File: src/verilog/tw_defines.svh
// Register indices, field positions, reset values and timing figures of the two-wire master.
`ifndef TW_DEFINES_SVH
`define TW_DEFINES_SVH
`define TW_IDX_DATA 8'h0A
`define TW_IDX_CMD 8'h0B
`define TW_IDX_CTRL 8'h0C
`define TW_CTRL_SPEED_LO 0
`define TW_CTRL_EN 2
`define TW_CTRL_SEL0 4
`define TW_CTRL_SEL1 5
`define TW_CTRL_HALF 7
`define TW_CTRL_WMASK 8'hBF
`define TW_CTRL_RD_ONES 8'h40
`define TW_CTRL_RESET 8'h00
`define TW_CMD_LO 4
`define TW_CMD_RST 1
`define TW_CMD_BUSY 0
`define TW_CMD_RD_ONES 8'hFE
`define TW_DATA_MACK 7
`define TW_DATA_SACK 0
`define TW_DATA_RESET 8'h00
`define TW_NB_FULL 4'h9
`define TW_NB_BYTE 4'h8
`define TW_NB_ONE 4'h1
`define TW_MCLK_KHZ 100000
`define TW_RATE0_KHZ 10
`define TW_RATE1_KHZ 50
`define TW_RATE2_KHZ 100
`define TW_RATE3_KHZ 330
`define TW_QUARTERS 4
`define TW_FILT_LEN 3
`endif

File: src/verilog/tw_pkg.sv
// Types shared by the two-wire master, its checker and its bench.
package tw_pkg;
  typedef struct packed {
    logic scl;
    logic sda;
  } tw_pair_t;

  typedef enum logic [2:0] {
    TW_OP_ADDR = 3'h0,
    TW_OP_WRITE = 3'h1,
    TW_OP_ACK_RX = 3'h2,
    TW_OP_ACK = 3'h3,
    TW_OP_NULL0 = 3'h4,
    TW_OP_NULL1 = 3'h5,
    TW_OP_RX_FIRST = 3'h6,
    TW_OP_STOP = 3'h7
  } tw_cmd_t;

  typedef enum logic [1:0] {
    TW_IDLE,
    TW_START,
    TW_BIT,
    TW_STOP
  } tw_state_t;
endpackage : tw_pkg

File: src/verilog/tw_glitch_filter.sv
// Synchroniser and glitch filter for the four bus input pins.
`timescale 1ns/1ps
`include "tw_defines.svh"
module tw_glitch_filter (
  input wire logic mclk,
  input wire logic rstn,
  input wire logic [3:0] raw,
  output logic [3:0] clean
);
  logic [3:0] meta;
  logic [3:0] sync;
  logic [3:0] hist [`TW_FILT_LEN];

  always_ff @(posedge mclk or negedge rstn) begin
    if (!rstn) begin
      meta <= 4'hF;
      sync <= 4'hF;
    end else begin
      meta <= raw;
      sync <= meta;
    end
  end

  // A level passes only after it has stood for the whole filter length.
  always_ff @(posedge mclk or negedge rstn) begin
    if (!rstn) begin
      for (int i = 0; i < `TW_FILT_LEN; i++) begin
        hist[i] <= 4'hF;
      end
      clean <= 4'hF;
    end else begin
      hist[0] <= sync;
      for (int i = 1; i < `TW_FILT_LEN; i++) begin
        hist[i] <= hist[i-1];
      end
      for (int b = 0; b < 4; b++) begin
        if (hist[0][b] == hist[1][b] && hist[1][b] == hist[2][b]) begin
          clean[b] <= hist[0][b];
        end
      end
    end
  end
endmodule : tw_glitch_filter

File: src/verilog/tw_tick_gen.sv
// Quarter-bit tick generator for the selected bus rate.
`timescale 1ns/1ps
`include "tw_defines.svh"
module tw_tick_gen (
  input wire logic mclk,
  input wire logic rstn,
  input wire logic run,
  input wire logic [1:0] speed,
  input wire logic half_clk,
  output logic tick
);
  logic [12:0] cnt;
  logic [12:0] lim;

  function automatic logic [12:0] tw_quarter(input logic [1:0] sp, input logic half);
    int q;
    q = 0;
    unique case (sp)
      2'h0: q = `TW_MCLK_KHZ / (`TW_QUARTERS * `TW_RATE0_KHZ);
      2'h1: q = `TW_MCLK_KHZ / (`TW_QUARTERS * `TW_RATE1_KHZ);
      2'h2: q = `TW_MCLK_KHZ / (`TW_QUARTERS * `TW_RATE2_KHZ);
      2'h3: q = `TW_MCLK_KHZ / (`TW_QUARTERS * `TW_RATE3_KHZ);
    endcase
    // The half-rate clock option stretches every quarter to twice its length.
    if (half) begin
      q = q * 2;
    end
    return 13'(q);
  endfunction : tw_quarter

  assign lim = tw_quarter(speed, half_clk); // RL2 RL10

  always_ff @(posedge mclk or negedge rstn) begin
    if (!rstn) begin
      cnt <= 13'h0000;
      tick <= 1'b0;
    end else if (!run) begin
      cnt <= 13'h0000;
      tick <= 1'b0;
    end else if (cnt >= lim - 13'h0001) begin
      cnt <= 13'h0000;
      tick <= 1'b1;
    end else begin
      cnt <= cnt + 13'h0001;
      tick <= 1'b0;
    end
  end
endmodule : tw_tick_gen

File: src/verilog/tw_master.sv
// Single-master two-wire bus controller with an AHB-Lite register port.
// Contract
// RL1 - Sole bus master; no arbitration logic of any kind.
// RL2 - Control bits 1:0 pick 10, 50, 100 or 330 kHz.
// RL3 - Both bus inputs pass a three-period digital glitch filter.
// RL4 - Two pin pairs share one state machine; one pair active.
// RL5 - Control bit 2 enables the interface; zero holds it inactive.
// RL6 - Software presets the pair's port data bits to one first.
// RL7 - Pins assigned to the bus switch to open-drain drive.
// RL8 - Software sets bus pins as outputs while enabled.
// RL9 - Software keeps standard drive strength while the bus runs.
// RL10 - Control bit 7 selects full or half interface clock.
// RL11 - Control bit 5 routes pair one onto its port pins.
// RL12 - Control bit 4 routes pair zero onto its port pins.
// RL13 - With both select bits set, pair zero wins.
// RL14 - Command in bits 6:4, bit 1 resets, bit 0 reads busy.
// RL15 - Data register: transmit byte, received byte, master and slave acknowledge.
// RL16 - Command 000: start, address byte, slave acknowledge, nine clocks.
// RL17 - Command 001: data byte, slave acknowledge, nine clocks.
// RL18 - Command 010: master acknowledge then receive byte, nine clocks.
// RL19 - Command 011: master acknowledge only, one clock.
// RL20 - Commands 10X do nothing and go only with reset.
// RL21 - Command 110: receive first byte, eight clocks.
// RL22 - Command 111: stop condition, one clock.
// RL23 - Busy rises on command write, clears after its last clock.
//
// The implementer's own choice: the AHB-Lite interface to the registers.
`timescale 1ns/1ps
`include "tw_defines.svh"
module tw_master (
  input wire logic mclk,
  input wire logic rstn,
  input wire logic hsel,
  input wire logic [31:0] haddr,
  input wire logic [1:0] htrans,
  input wire logic hwrite,
  input wire logic [2:0] hsize,
  input wire logic [31:0] hwdata,
  input wire logic hready,
  output logic hreadyout,
  output logic [31:0] hrdata,
  output logic hresp,
  input wire tw_pkg::tw_pair_t pair0_in,
  output tw_pkg::tw_pair_t pair0_out,
  output tw_pkg::tw_pair_t pair0_oe,
  output logic pair0_owned,
  input wire tw_pkg::tw_pair_t pair1_in,
  output tw_pkg::tw_pair_t pair1_out,
  output tw_pkg::tw_pair_t pair1_oe,
  output logic pair1_owned
);
  ////////////////////////////////////////////////////////////////////////////////
  logic [7:0] ctrl;
  logic [7:0] data;
  logic busy;
  tw_pkg::tw_cmd_t cmd;
  tw_pkg::tw_state_t state;
  logic [1:0] quarter;
  logic [3:0] idx;
  logic scl_low;
  logic sda_low;
  logic ap_wr;
  logic ap_rd;
  logic [7:0] ap_addr;
  logic rd_wait;
  logic [3:0] filt;
  logic tick;
  logic en;
  logic use_p1;
  logic act0;
  logic act1;
  logic scl_f;
  logic sda_f;
  logic wr_data;
  logic wr_cmd;
  logic wr_ctrl;
  logic soft_rst;
  logic start_cmd;
  tw_pkg::tw_cmd_t new_cmd;
  logic bit_rx;
  logic bit_val;
  logic last_bit;
  logic adv;

  function automatic logic tw_hit(input logic [7:0] addr, input logic [7:0] index);
    return addr == 8'({index[5:0], 2'h0});
  endfunction : tw_hit

  // A transfer is asked for when the slave is selected and the phase is neither idle nor busy.
  function automatic logic tw_take(input logic sel, input logic [1:0] trans);
    return sel & trans[1];
  endfunction : tw_take

  // Null codes count one pulse so the bit counter stays in range; they never run.
  function automatic logic [3:0] tw_nbits(input tw_pkg::tw_cmd_t c);
    logic [3:0] n;
    n = `TW_NB_ONE;
    unique case (c)
      tw_pkg::TW_OP_ADDR, tw_pkg::TW_OP_WRITE, tw_pkg::TW_OP_ACK_RX: n = `TW_NB_FULL;
      tw_pkg::TW_OP_RX_FIRST: n = `TW_NB_BYTE;
      tw_pkg::TW_OP_ACK, tw_pkg::TW_OP_STOP: n = `TW_NB_ONE;
      tw_pkg::TW_OP_NULL0, tw_pkg::TW_OP_NULL1: n = `TW_NB_ONE;
    endcase
    return n;
  endfunction : tw_nbits

  // Tells which bits of a command the master receives rather than drives.
  function automatic logic tw_is_rx(input tw_pkg::tw_cmd_t c, input logic [3:0] i);
    logic r;
    r = 1'b0;
    unique case (c)
      tw_pkg::TW_OP_ADDR, tw_pkg::TW_OP_WRITE: r = (i == `TW_NB_BYTE);
      tw_pkg::TW_OP_ACK_RX: r = (i != 4'h0);
      tw_pkg::TW_OP_RX_FIRST: r = 1'b1;
      tw_pkg::TW_OP_ACK, tw_pkg::TW_OP_STOP: r = 1'b0;
      tw_pkg::TW_OP_NULL0, tw_pkg::TW_OP_NULL1: r = 1'b0;
    endcase
    return r;
  endfunction : tw_is_rx

  ////////////////////////////////////////////////////////////////////////////////
  // Helpers: input filtering and the bus-rate tick.
  tw_glitch_filter tw_glitch_filter_inst (
    .mclk(mclk),
    .rstn(rstn),
    .raw({pair1_in.scl, pair1_in.sda, pair0_in.scl, pair0_in.sda}),
    .clean(filt)
  ); // RL3

  // The tick only runs while busy, so every command starts on a whole quarter.
  tw_tick_gen tw_tick_gen_inst (
    .mclk(mclk),
    .rstn(rstn),
    .run(busy),
    .speed(ctrl[`TW_CTRL_SPEED_LO +: 2]),
    .half_clk(ctrl[`TW_CTRL_HALF]),
    .tick(tick)
  ); // RL2 RL10

  assign en = ctrl[`TW_CTRL_EN];
  assign act0 = ctrl[`TW_CTRL_SEL0]; // RL12
  assign use_p1 = ctrl[`TW_CTRL_SEL1] & ~ctrl[`TW_CTRL_SEL0]; // RL11 RL13
  assign act1 = use_p1;
  // One state machine serves whichever pair is routed.
  assign scl_f = use_p1 ? filt[3] : filt[1]; // RL4
  assign sda_f = use_p1 ? filt[2] : filt[0]; // RL4

  ////////////////////////////////////////////////////////////////////////////////
  // AHB-Lite slave: writes take no wait state, reads take one.
  always_ff @(posedge mclk or negedge rstn) begin
    if (!rstn) begin
      ap_wr <= 1'b0;
      ap_rd <= 1'b0;
      ap_addr <= 8'h00;
    end else if (hready) begin
      ap_wr <= tw_take(hsel, htrans) & hwrite & (hsize == 3'h2);
      ap_rd <= tw_take(hsel, htrans) & ~hwrite & (hsize == 3'h2);
      ap_addr <= haddr[7:0];
    end else begin
      ap_rd <= 1'b0;
    end
  end

  // Reads wait one cycle so that a write just before them is already stored.
  always_ff @(posedge mclk or negedge rstn) begin
    if (!rstn) begin
      rd_wait <= 1'b0;
      hreadyout <= 1'b1;
      hrdata <= 32'h0000_0000;
      hresp <= 1'b0;
    end else begin
      hresp <= 1'b0;
      if (hready && tw_take(hsel, htrans) && !hwrite) begin
        rd_wait <= 1'b1;
        hreadyout <= 1'b0;
      end else if (rd_wait) begin
        rd_wait <= 1'b0;
        hreadyout <= 1'b1;
        // Unmapped and odd-sized reads return zero with an OKAY response.
        if (!ap_rd) begin
          hrdata <= 32'h0000_0000;
        end else if (tw_hit(ap_addr, `TW_IDX_DATA)) begin
          hrdata <= {24'h000000, data}; // RL15
        end else if (tw_hit(ap_addr, `TW_IDX_CMD)) begin
          hrdata <= {24'h000000, `TW_CMD_RD_ONES | {7'h00, busy}}; // RL14
        end else if (tw_hit(ap_addr, `TW_IDX_CTRL)) begin
          hrdata <= {24'h000000, (ctrl & `TW_CTRL_WMASK) | `TW_CTRL_RD_ONES};
        end else begin
          hrdata <= 32'h0000_0000;
        end
      end
    end
  end

  assign wr_data = ap_wr & tw_hit(ap_addr, `TW_IDX_DATA);
  assign wr_cmd = ap_wr & tw_hit(ap_addr, `TW_IDX_CMD);
  assign wr_ctrl = ap_wr & tw_hit(ap_addr, `TW_IDX_CTRL);
  assign soft_rst = wr_cmd & hwdata[`TW_CMD_RST]; // RL14
  assign new_cmd = tw_pkg::tw_cmd_t'(hwdata[`TW_CMD_LO +: 3]);
  // Null codes never start a transfer, with or without the reset bit.
  assign start_cmd = wr_cmd & ~soft_rst & en & ~busy & (new_cmd[2:1] != 2'h2); // RL20

  always_ff @(posedge mclk or negedge rstn) begin
    if (!rstn) begin
      ctrl <= `TW_CTRL_RESET;
    end else if (wr_ctrl) begin
      // Bit six is not stored; it always reads back as one.
      ctrl <= hwdata[7:0] & `TW_CTRL_WMASK; // RL5 RL10 RL11 RL12
    end
  end

  ////////////////////////////////////////////////////////////////////////////////
  // Bit sequencer. Each bus bit is four quarters; the high quarter waits for the
  // filtered clock line, so a slave that holds the clock low stalls the master.
  // No arbitration is done: the master never checks the data line it drives.
  assign bit_rx = tw_is_rx(cmd, idx); // RL1
  assign bit_val = (cmd == tw_pkg::TW_OP_ADDR || cmd == tw_pkg::TW_OP_WRITE)
                   ? data[3'h7 - idx[2:0]] : data[`TW_DATA_MACK]; // RL16 RL17 RL18 RL19
  assign last_bit = (idx == tw_nbits(cmd) - 4'h1);
  // Quarter two is the clock-high quarter: it ends only once the filtered clock
  // line is seen high, which is how a slave holding the clock low stalls us.
  assign adv = tick & ((quarter != 2'h2) | scl_f);

  always_ff @(posedge mclk or negedge rstn) begin
    if (!rstn) begin
      state <= tw_pkg::TW_IDLE;
      busy <= 1'b0;
      cmd <= tw_pkg::TW_OP_STOP;
      quarter <= 2'h0;
      idx <= 4'h0;
      scl_low <= 1'b0;
      sda_low <= 1'b0;
    end else if (soft_rst || !en) begin
      // An abort releases both lines at once and may leave the bus mid-frame;
      // software follows it with a stop when a slave could still be addressed.
      state <= tw_pkg::TW_IDLE; // RL5 RL14
      busy <= 1'b0;
      quarter <= 2'h0;
      idx <= 4'h0;
      scl_low <= 1'b0;
      sda_low <= 1'b0;
    end else if (start_cmd) begin
      busy <= 1'b1; // RL23
      cmd <= new_cmd;
      quarter <= 2'h0;
      idx <= 4'h0;
      unique case (new_cmd)
        tw_pkg::TW_OP_ADDR: state <= tw_pkg::TW_START; // RL16
        tw_pkg::TW_OP_STOP: state <= tw_pkg::TW_STOP; // RL22
        default: state <= tw_pkg::TW_BIT; // RL17 RL18 RL19 RL21
      endcase
    end else if (adv) begin
      quarter <= quarter + 2'h1;
      unique case (state)
        tw_pkg::TW_IDLE: begin
          quarter <= 2'h0;
        end
        tw_pkg::TW_START: begin
          // Works from idle and as a repeated start after a held-low clock.
          unique case (quarter)
            2'h0: sda_low <= 1'b0;
            2'h1: scl_low <= 1'b0;
            2'h2: sda_low <= 1'b1;
            2'h3: begin
              scl_low <= 1'b1;
              state <= tw_pkg::TW_BIT;
            end
          endcase
        end
        tw_pkg::TW_BIT: begin
          // The data line moves only in quarter zero, with the clock low, so a data
          // bit can never be taken for a start or a stop.
          unique case (quarter)
            2'h0: sda_low <= ~bit_rx & ~bit_val;
            2'h1: scl_low <= 1'b0;
            2'h2: sda_low <= sda_low;
            2'h3: begin
              scl_low <= 1'b1;
              if (last_bit) begin
                state <= tw_pkg::TW_IDLE;
                busy <= 1'b0; // RL23
                idx <= 4'h0;
              end else begin
                idx <= idx + 4'h1;
              end
            end
          endcase
        end
        tw_pkg::TW_STOP: begin
          // Both lines are pulled low first, so the data line can then rise while
          // the clock is high, which is the stop.
          unique case (quarter)
            2'h0: begin
              scl_low <= 1'b1;
              sda_low <= 1'b1;
            end
            2'h1: scl_low <= 1'b0;
            2'h2: sda_low <= 1'b0; // RL22
            2'h3: begin
              state <= tw_pkg::TW_IDLE;
              busy <= 1'b0; // RL23
            end
          endcase
        end
      endcase
    end
  end

  ////////////////////////////////////////////////////////////////////////////////
  // Data register: software loads it only while idle, the sequencer fills it.
  always_ff @(posedge mclk or negedge rstn) begin
    if (!rstn) begin
      data <= `TW_DATA_RESET;
    end else if (wr_data && !busy) begin
      data <= hwdata[7:0]; // RL15
    end else if (adv && state == tw_pkg::TW_BIT && quarter == 2'h2 && bit_rx) begin
      // Taken at the end of the clock-high quarter, after the slave has had the
      // whole low half of the bit to settle the data line.
      if (cmd == tw_pkg::TW_OP_ADDR || cmd == tw_pkg::TW_OP_WRITE) begin
        data[`TW_DATA_SACK] <= sda_f; // RL15 RL16 RL17
      end else begin
        data <= {data[6:0], sda_f}; // RL18 RL21
      end
    end
  end

  ////////////////////////////////////////////////////////////////////////////////
  // Pins: open-drain, so the output value is always low and only the enable moves.
  // The enables are registered and lag the sequencer by a cycle; the input filter
  // delay is far shorter than a quarter, so the lag never costs a bit.
  always_ff @(posedge mclk or negedge rstn) begin
    if (!rstn) begin
      pair0_out <= '0;
      pair1_out <= '0;
      pair0_oe <= '0;
      pair1_oe <= '0;
      pair0_owned <= 1'b0;
      pair1_owned <= 1'b0;
    end else begin
      pair0_out <= '0; // RL7
      pair1_out <= '0; // RL7
      pair0_oe.scl <= en & act0 & scl_low; // RL4 RL12
      pair0_oe.sda <= en & act0 & sda_low; // RL4 RL12
      pair1_oe.scl <= en & act1 & scl_low; // RL4 RL11
      pair1_oe.sda <= en & act1 & sda_low; // RL4 RL11
      pair0_owned <= act0; // RL7 RL12
      pair1_owned <= act1; // RL7 RL11 RL13
    end
  end
endmodule : tw_master

File: config.mk
export PLATFORM = sky130hd
export DESIGN_NAME = tw_master
export DESIGN_NICKNAME = d
export VERILOG_FILES = /design/src/verilog/tw_pkg.sv /design/src/verilog/tw_glitch_filter.sv /design/src/verilog/tw_tick_gen.sv /design/src/verilog/tw_master.sv
export VERILOG_INCLUDE_DIRS = /design/src /design/src/verilog
export SDC_FILE = /design/constraint.sdc
export NUM_CORES = 1
export LEC_CHECK = 0
export ABC_AREA = 1
export BUFFER_PORTS_ARGS = -buffer_cell sky130_fd_sc_hd__buf_4
export CAP_MARGIN = 25
export CORE_ASPECT_RATIO = 1.4
export CORE_MARGIN = 4
export CORE_UTILIZATION = 58
export CTS_BUF_LIST = sky130_fd_sc_hd__clkbuf_8
export DETAILED_ROUTE_END_ITERATION = 8
export PLACE_DENSITY = 0.81
export REMOVE_ABC_BUFFERS = 1
export SYNTH_ARGS = -nofsm -noshare
export SYNTH_HDL_FRONTEND = slang
export SYNTH_SLANG_ARGS = --single-unit
File: constraint.sdc
create_clock -name mclk -period 6.6 [get_ports mclk]
set_input_delay 0.66 -clock mclk [delete_from_list [all_inputs] [get_ports mclk]]
set_output_delay 0.66 -clock mclk [all_outputs]
set_load 0.01 [all_outputs]
==> reports/results.txt <==
Residual DRC count = 0
Mux share of post-synthesis cell area = 0.2175%
Most frequent cells after synthesis = 138 x nand2_1, 65 x dfrtp_1, 61 x inv_1
Drt total wl = 10630 um
Starting density of the core = 59.80%
Crit-path max FO = 13
Clock root buffer = clkbuf_8
Die Y = 119.8 um
IO Port Bufs = 43
Area share of fa/ha/maj cells after synthesis = 7.492%
Total gr overflow = 0
Clk sinks = 93
VDD IR-drop max = 145.4 uV
Synth area leaders = dfrtp_1 31%, dfstp_2 14%, nand2_1 10%
Cell count after synthesis = 610
DP HPWL = 8289 um
Largest net degree at the start of global routing = 67
Max Buffers Root-to-Sink = 2
Chip width = 87.85 um
First-pass detailed-route iteration total = 4
Leak = 2.943 nW
Worst Path Arrival = 3750 ps
Vias in the first global route = 3972
CP cell instances = inv_1, ha_1, or2_2, nand2_1, inv_1, nor2_1, nand4_1, xnor2_1, ha_1, a21oi_1, o21ai_0, o21ai_0, nand4_1, nor2_1
Worst-Skew Late Latency = 370 ps
Status = finished clean
Place WS = 3235 ps
Final layout net count = 766
Core area = 8658 um2
CP max-delay cell = nand4_1
Cell taking the most area after synthesis = dfrtp_1
Layout fillers = 722
Inst Count DP = 751
Fin. max-slew vios = 0
Shortest period the worst path allows = 3458 ps
Kind of critical path = reg -> reg
Area share of xor/xnor cells in the synthesized design = 2.537%
Synthesized area per cell = 8.488 um2
H-tree depth = 3
Setup crit start kind = flop
Worst Tran Pin Value = 822.5 ps
Starting DRT DRC Count = 281
CP delay by family, top = simple AND/OR/NAND/NOR gates
ANT nets after route = 0
Hold_buf cts = 0
Synth top area share = 31.42%
CP peak stage delay = 530 ps
Prevailing post-synth register cell = dfrtp_1
Antenna cells = 0
Post-Syn Area = 5177 um2
CTS clk-pin slew, worst paths = 100 ps
Synth cell types = 38
Synth Area in Compound Gates = 8.821%
First-pass GRT wire length = 17570 um
Critical Path Sink Type = flop
Flops & latches, synth = 93
Worst Skew = 6.704 ps
Area after DPL = 5487 um2
Seq/Total Area, Yosys = 45.63%
# IOs = 122
Critical path data required time = 6890 ps
Vias per cell = 5.332
Setup TNS = 0 ps
Finished Layout Cells = 767
Post-route cell area = 5698 um2
Setup Fix Bufs, Post-CTS = 0
Initial antenna violation count = 0
Max Fclk = 289.2 MHz
Hold WC Path Type = in -> async
Final worst slack = 3142 ps
Post-synthesis simple-gate area fraction = 24.89%
Cell Pwr Density = 194.6 nW/um2
Die area = 10520 um2
Setup Viol. Count Final = 0
Yosys Warn Count = 0
CTS Buf Count = 9
Row cnt = 40
Final hold vios = 0
Worst Path Buf+Inv = 2
Top-count cell post-synth = nand2_1
Synth-to-Final Area Change = 10.05%
Average routed wire per standard cell = 13.86 um
Ys async rst share = 100.0%
Largest family of logic cells by synthesized area = simple AND/OR/NAND/NOR gates
CTS tree = done
Fin crit share = 52.39%
Share of layout cells above drive strength 1 = 20.09%
RSZ-0062 raised after global routing = false
Post-layout total power = 1.109 mW
EDFF count, synth = 0
GP Congestion = 0.8612
DR vias = 4090
Post-cts resize count = 0
Max_cap viols = 0
Relative slew slack = 45.17%
GRT Total Usage = 21.29%
registers in the layout, indices dropped and copies added, names as in the netlist, 3 cells and up:
register and count:
tw_tick_gen_inst.cnt 13, tw_glitch_filter_inst.hist 12, ap_addr 8, data 8
hrdata 8, ctrl 7, idx 4, tw_glitch_filter_inst.clean 4
tw_glitch_filter_inst.meta 4, tw_glitch_filter_inst.sync 4, cmd 3
layout by cell type (no fill, tap or decap), types with 2 or more instances in the layout:
cell type,netlist,routed
buf_4,29,44
inv_2,11,11
inv_8,0,3
xor2_1,8,8
nor2_1,41,41
conb_1,2,30
ha_1,31,31
or2_2,5,5
nor2_4,3,3
clkbuf_8,0,9
nand3_2,6,6
nand2_1,138,138
o211ai_1,8,8
o22ai_1,5,5
xnor2_1,7,7
dfrtp_1,65,65
a21oi_1,20,20
nand4_1,13,13
o21ai_0,42,42
nand3b_1,3,3
inv_1,61,61
nand2_2,4,4
nor3_1,10,10
nand2_4,3,3
nor2_2,8,8
o21ai_1,6,6
nand3_1,35,35
inv_6,0,2
dfstp_2,28,28
and3_1,4,4
per-layer routing:
layer  vias to the layer above  global-route usage, %  wire (um)
li1                       2013                      -          -
met3                        26                  4.190        530
met5                         -                      0          0
met1                      1946                  25.16       4047
met2                       105                  36.32       5710
met4                         0                  10.17        344
worst reg2reg max path, stage by stage, from the launching register on:
cell,delay (ps)
dfrtp_1,410
inv_1,110
ha_1,230
or2_2,330
nand2_1,70
inv_1,60
nor2_1,160
nand4_1,190
xnor2_1,230
ha_1,290
a21oi_1,160
o21ai_0,100
o21ai_0,250
nand4_1,530
nor2_1,250
where the power goes:
group | switching [mW] | internal, mW
logic | 0.0575 | 0.0320
registers | 0.0115 | 0.597
clock network | 0.225 | 0.186
cell type report:
| type | instances | area, um2 | share of cell area [%] |
|---|---|---|---|
| inverters | 73 | 274.0 | 4.809 |
| flip-flops and latches | 93 | 2362 | 41.46 |
| repair buffers | 44 | 330.3 | 5.797 |
| clock buffers | 9 | 123.9 | 2.174 |
| well taps | 105 | 131.4 | 2.306 |
| multi-input cells | 436 | 2389 | 41.92 |
| clock inverters | 7 | 87.58 | 1.537 |
stage by stage:
stage | util, % | hold WS, ps
2_1_floorplan | - | 345.2
3_3_place_gp | 63.37 | 345.7
6_report | 65.81 | 178.8
3_5_place_dp | 63.37 | 347.5
5_1_grt | 65.81 | 184.1
4_1_cts | 65.81 | 172.8
kinds of logic (layout without fill, tap and decap cells):
kind of cell	count (synthesis)	in the layout
multiplexers	1	1
buffers and inverters	109	133
other	2	30
flip-flops	93	93
AND/OR/NAND/NOR	275	275
XOR/XNOR	15	15
adder cells (fa/ha/maj)	31	31
AO/OA/AOI/OAI	84	84
path summary, 6_finish.rpt:
kind                                                          from                                       to  slack (ps)  cells past startpoint
max                                            ctrl[0]$_DFFE_PN0P_       tw_tick_gen_inst.cnt[11]$_DFF_PN0_        3140                     14
min                                                           rstn                    pair1_oe[0]$_DFF_PN0_         180                      1
max reg2reg                                    ctrl[0]$_DFFE_PN0P_       tw_tick_gen_inst.cnt[11]$_DFF_PN0_        3140                     14
min reg2reg                tw_glitch_filter_inst.meta[1]$_DFF_PN1_  tw_glitch_filter_inst.sync[1]$_DFF_PN1_         360                      0
max in group asynchronous                                     rstn                      data[5]$_DFFE_PN0P_        5290                      2
min in group mclk          tw_glitch_filter_inst.meta[1]$_DFF_PN1_  tw_glitch_filter_inst.sync[1]$_DFF_PN1_         360                      0
Power figures use the tool's default switching activity.
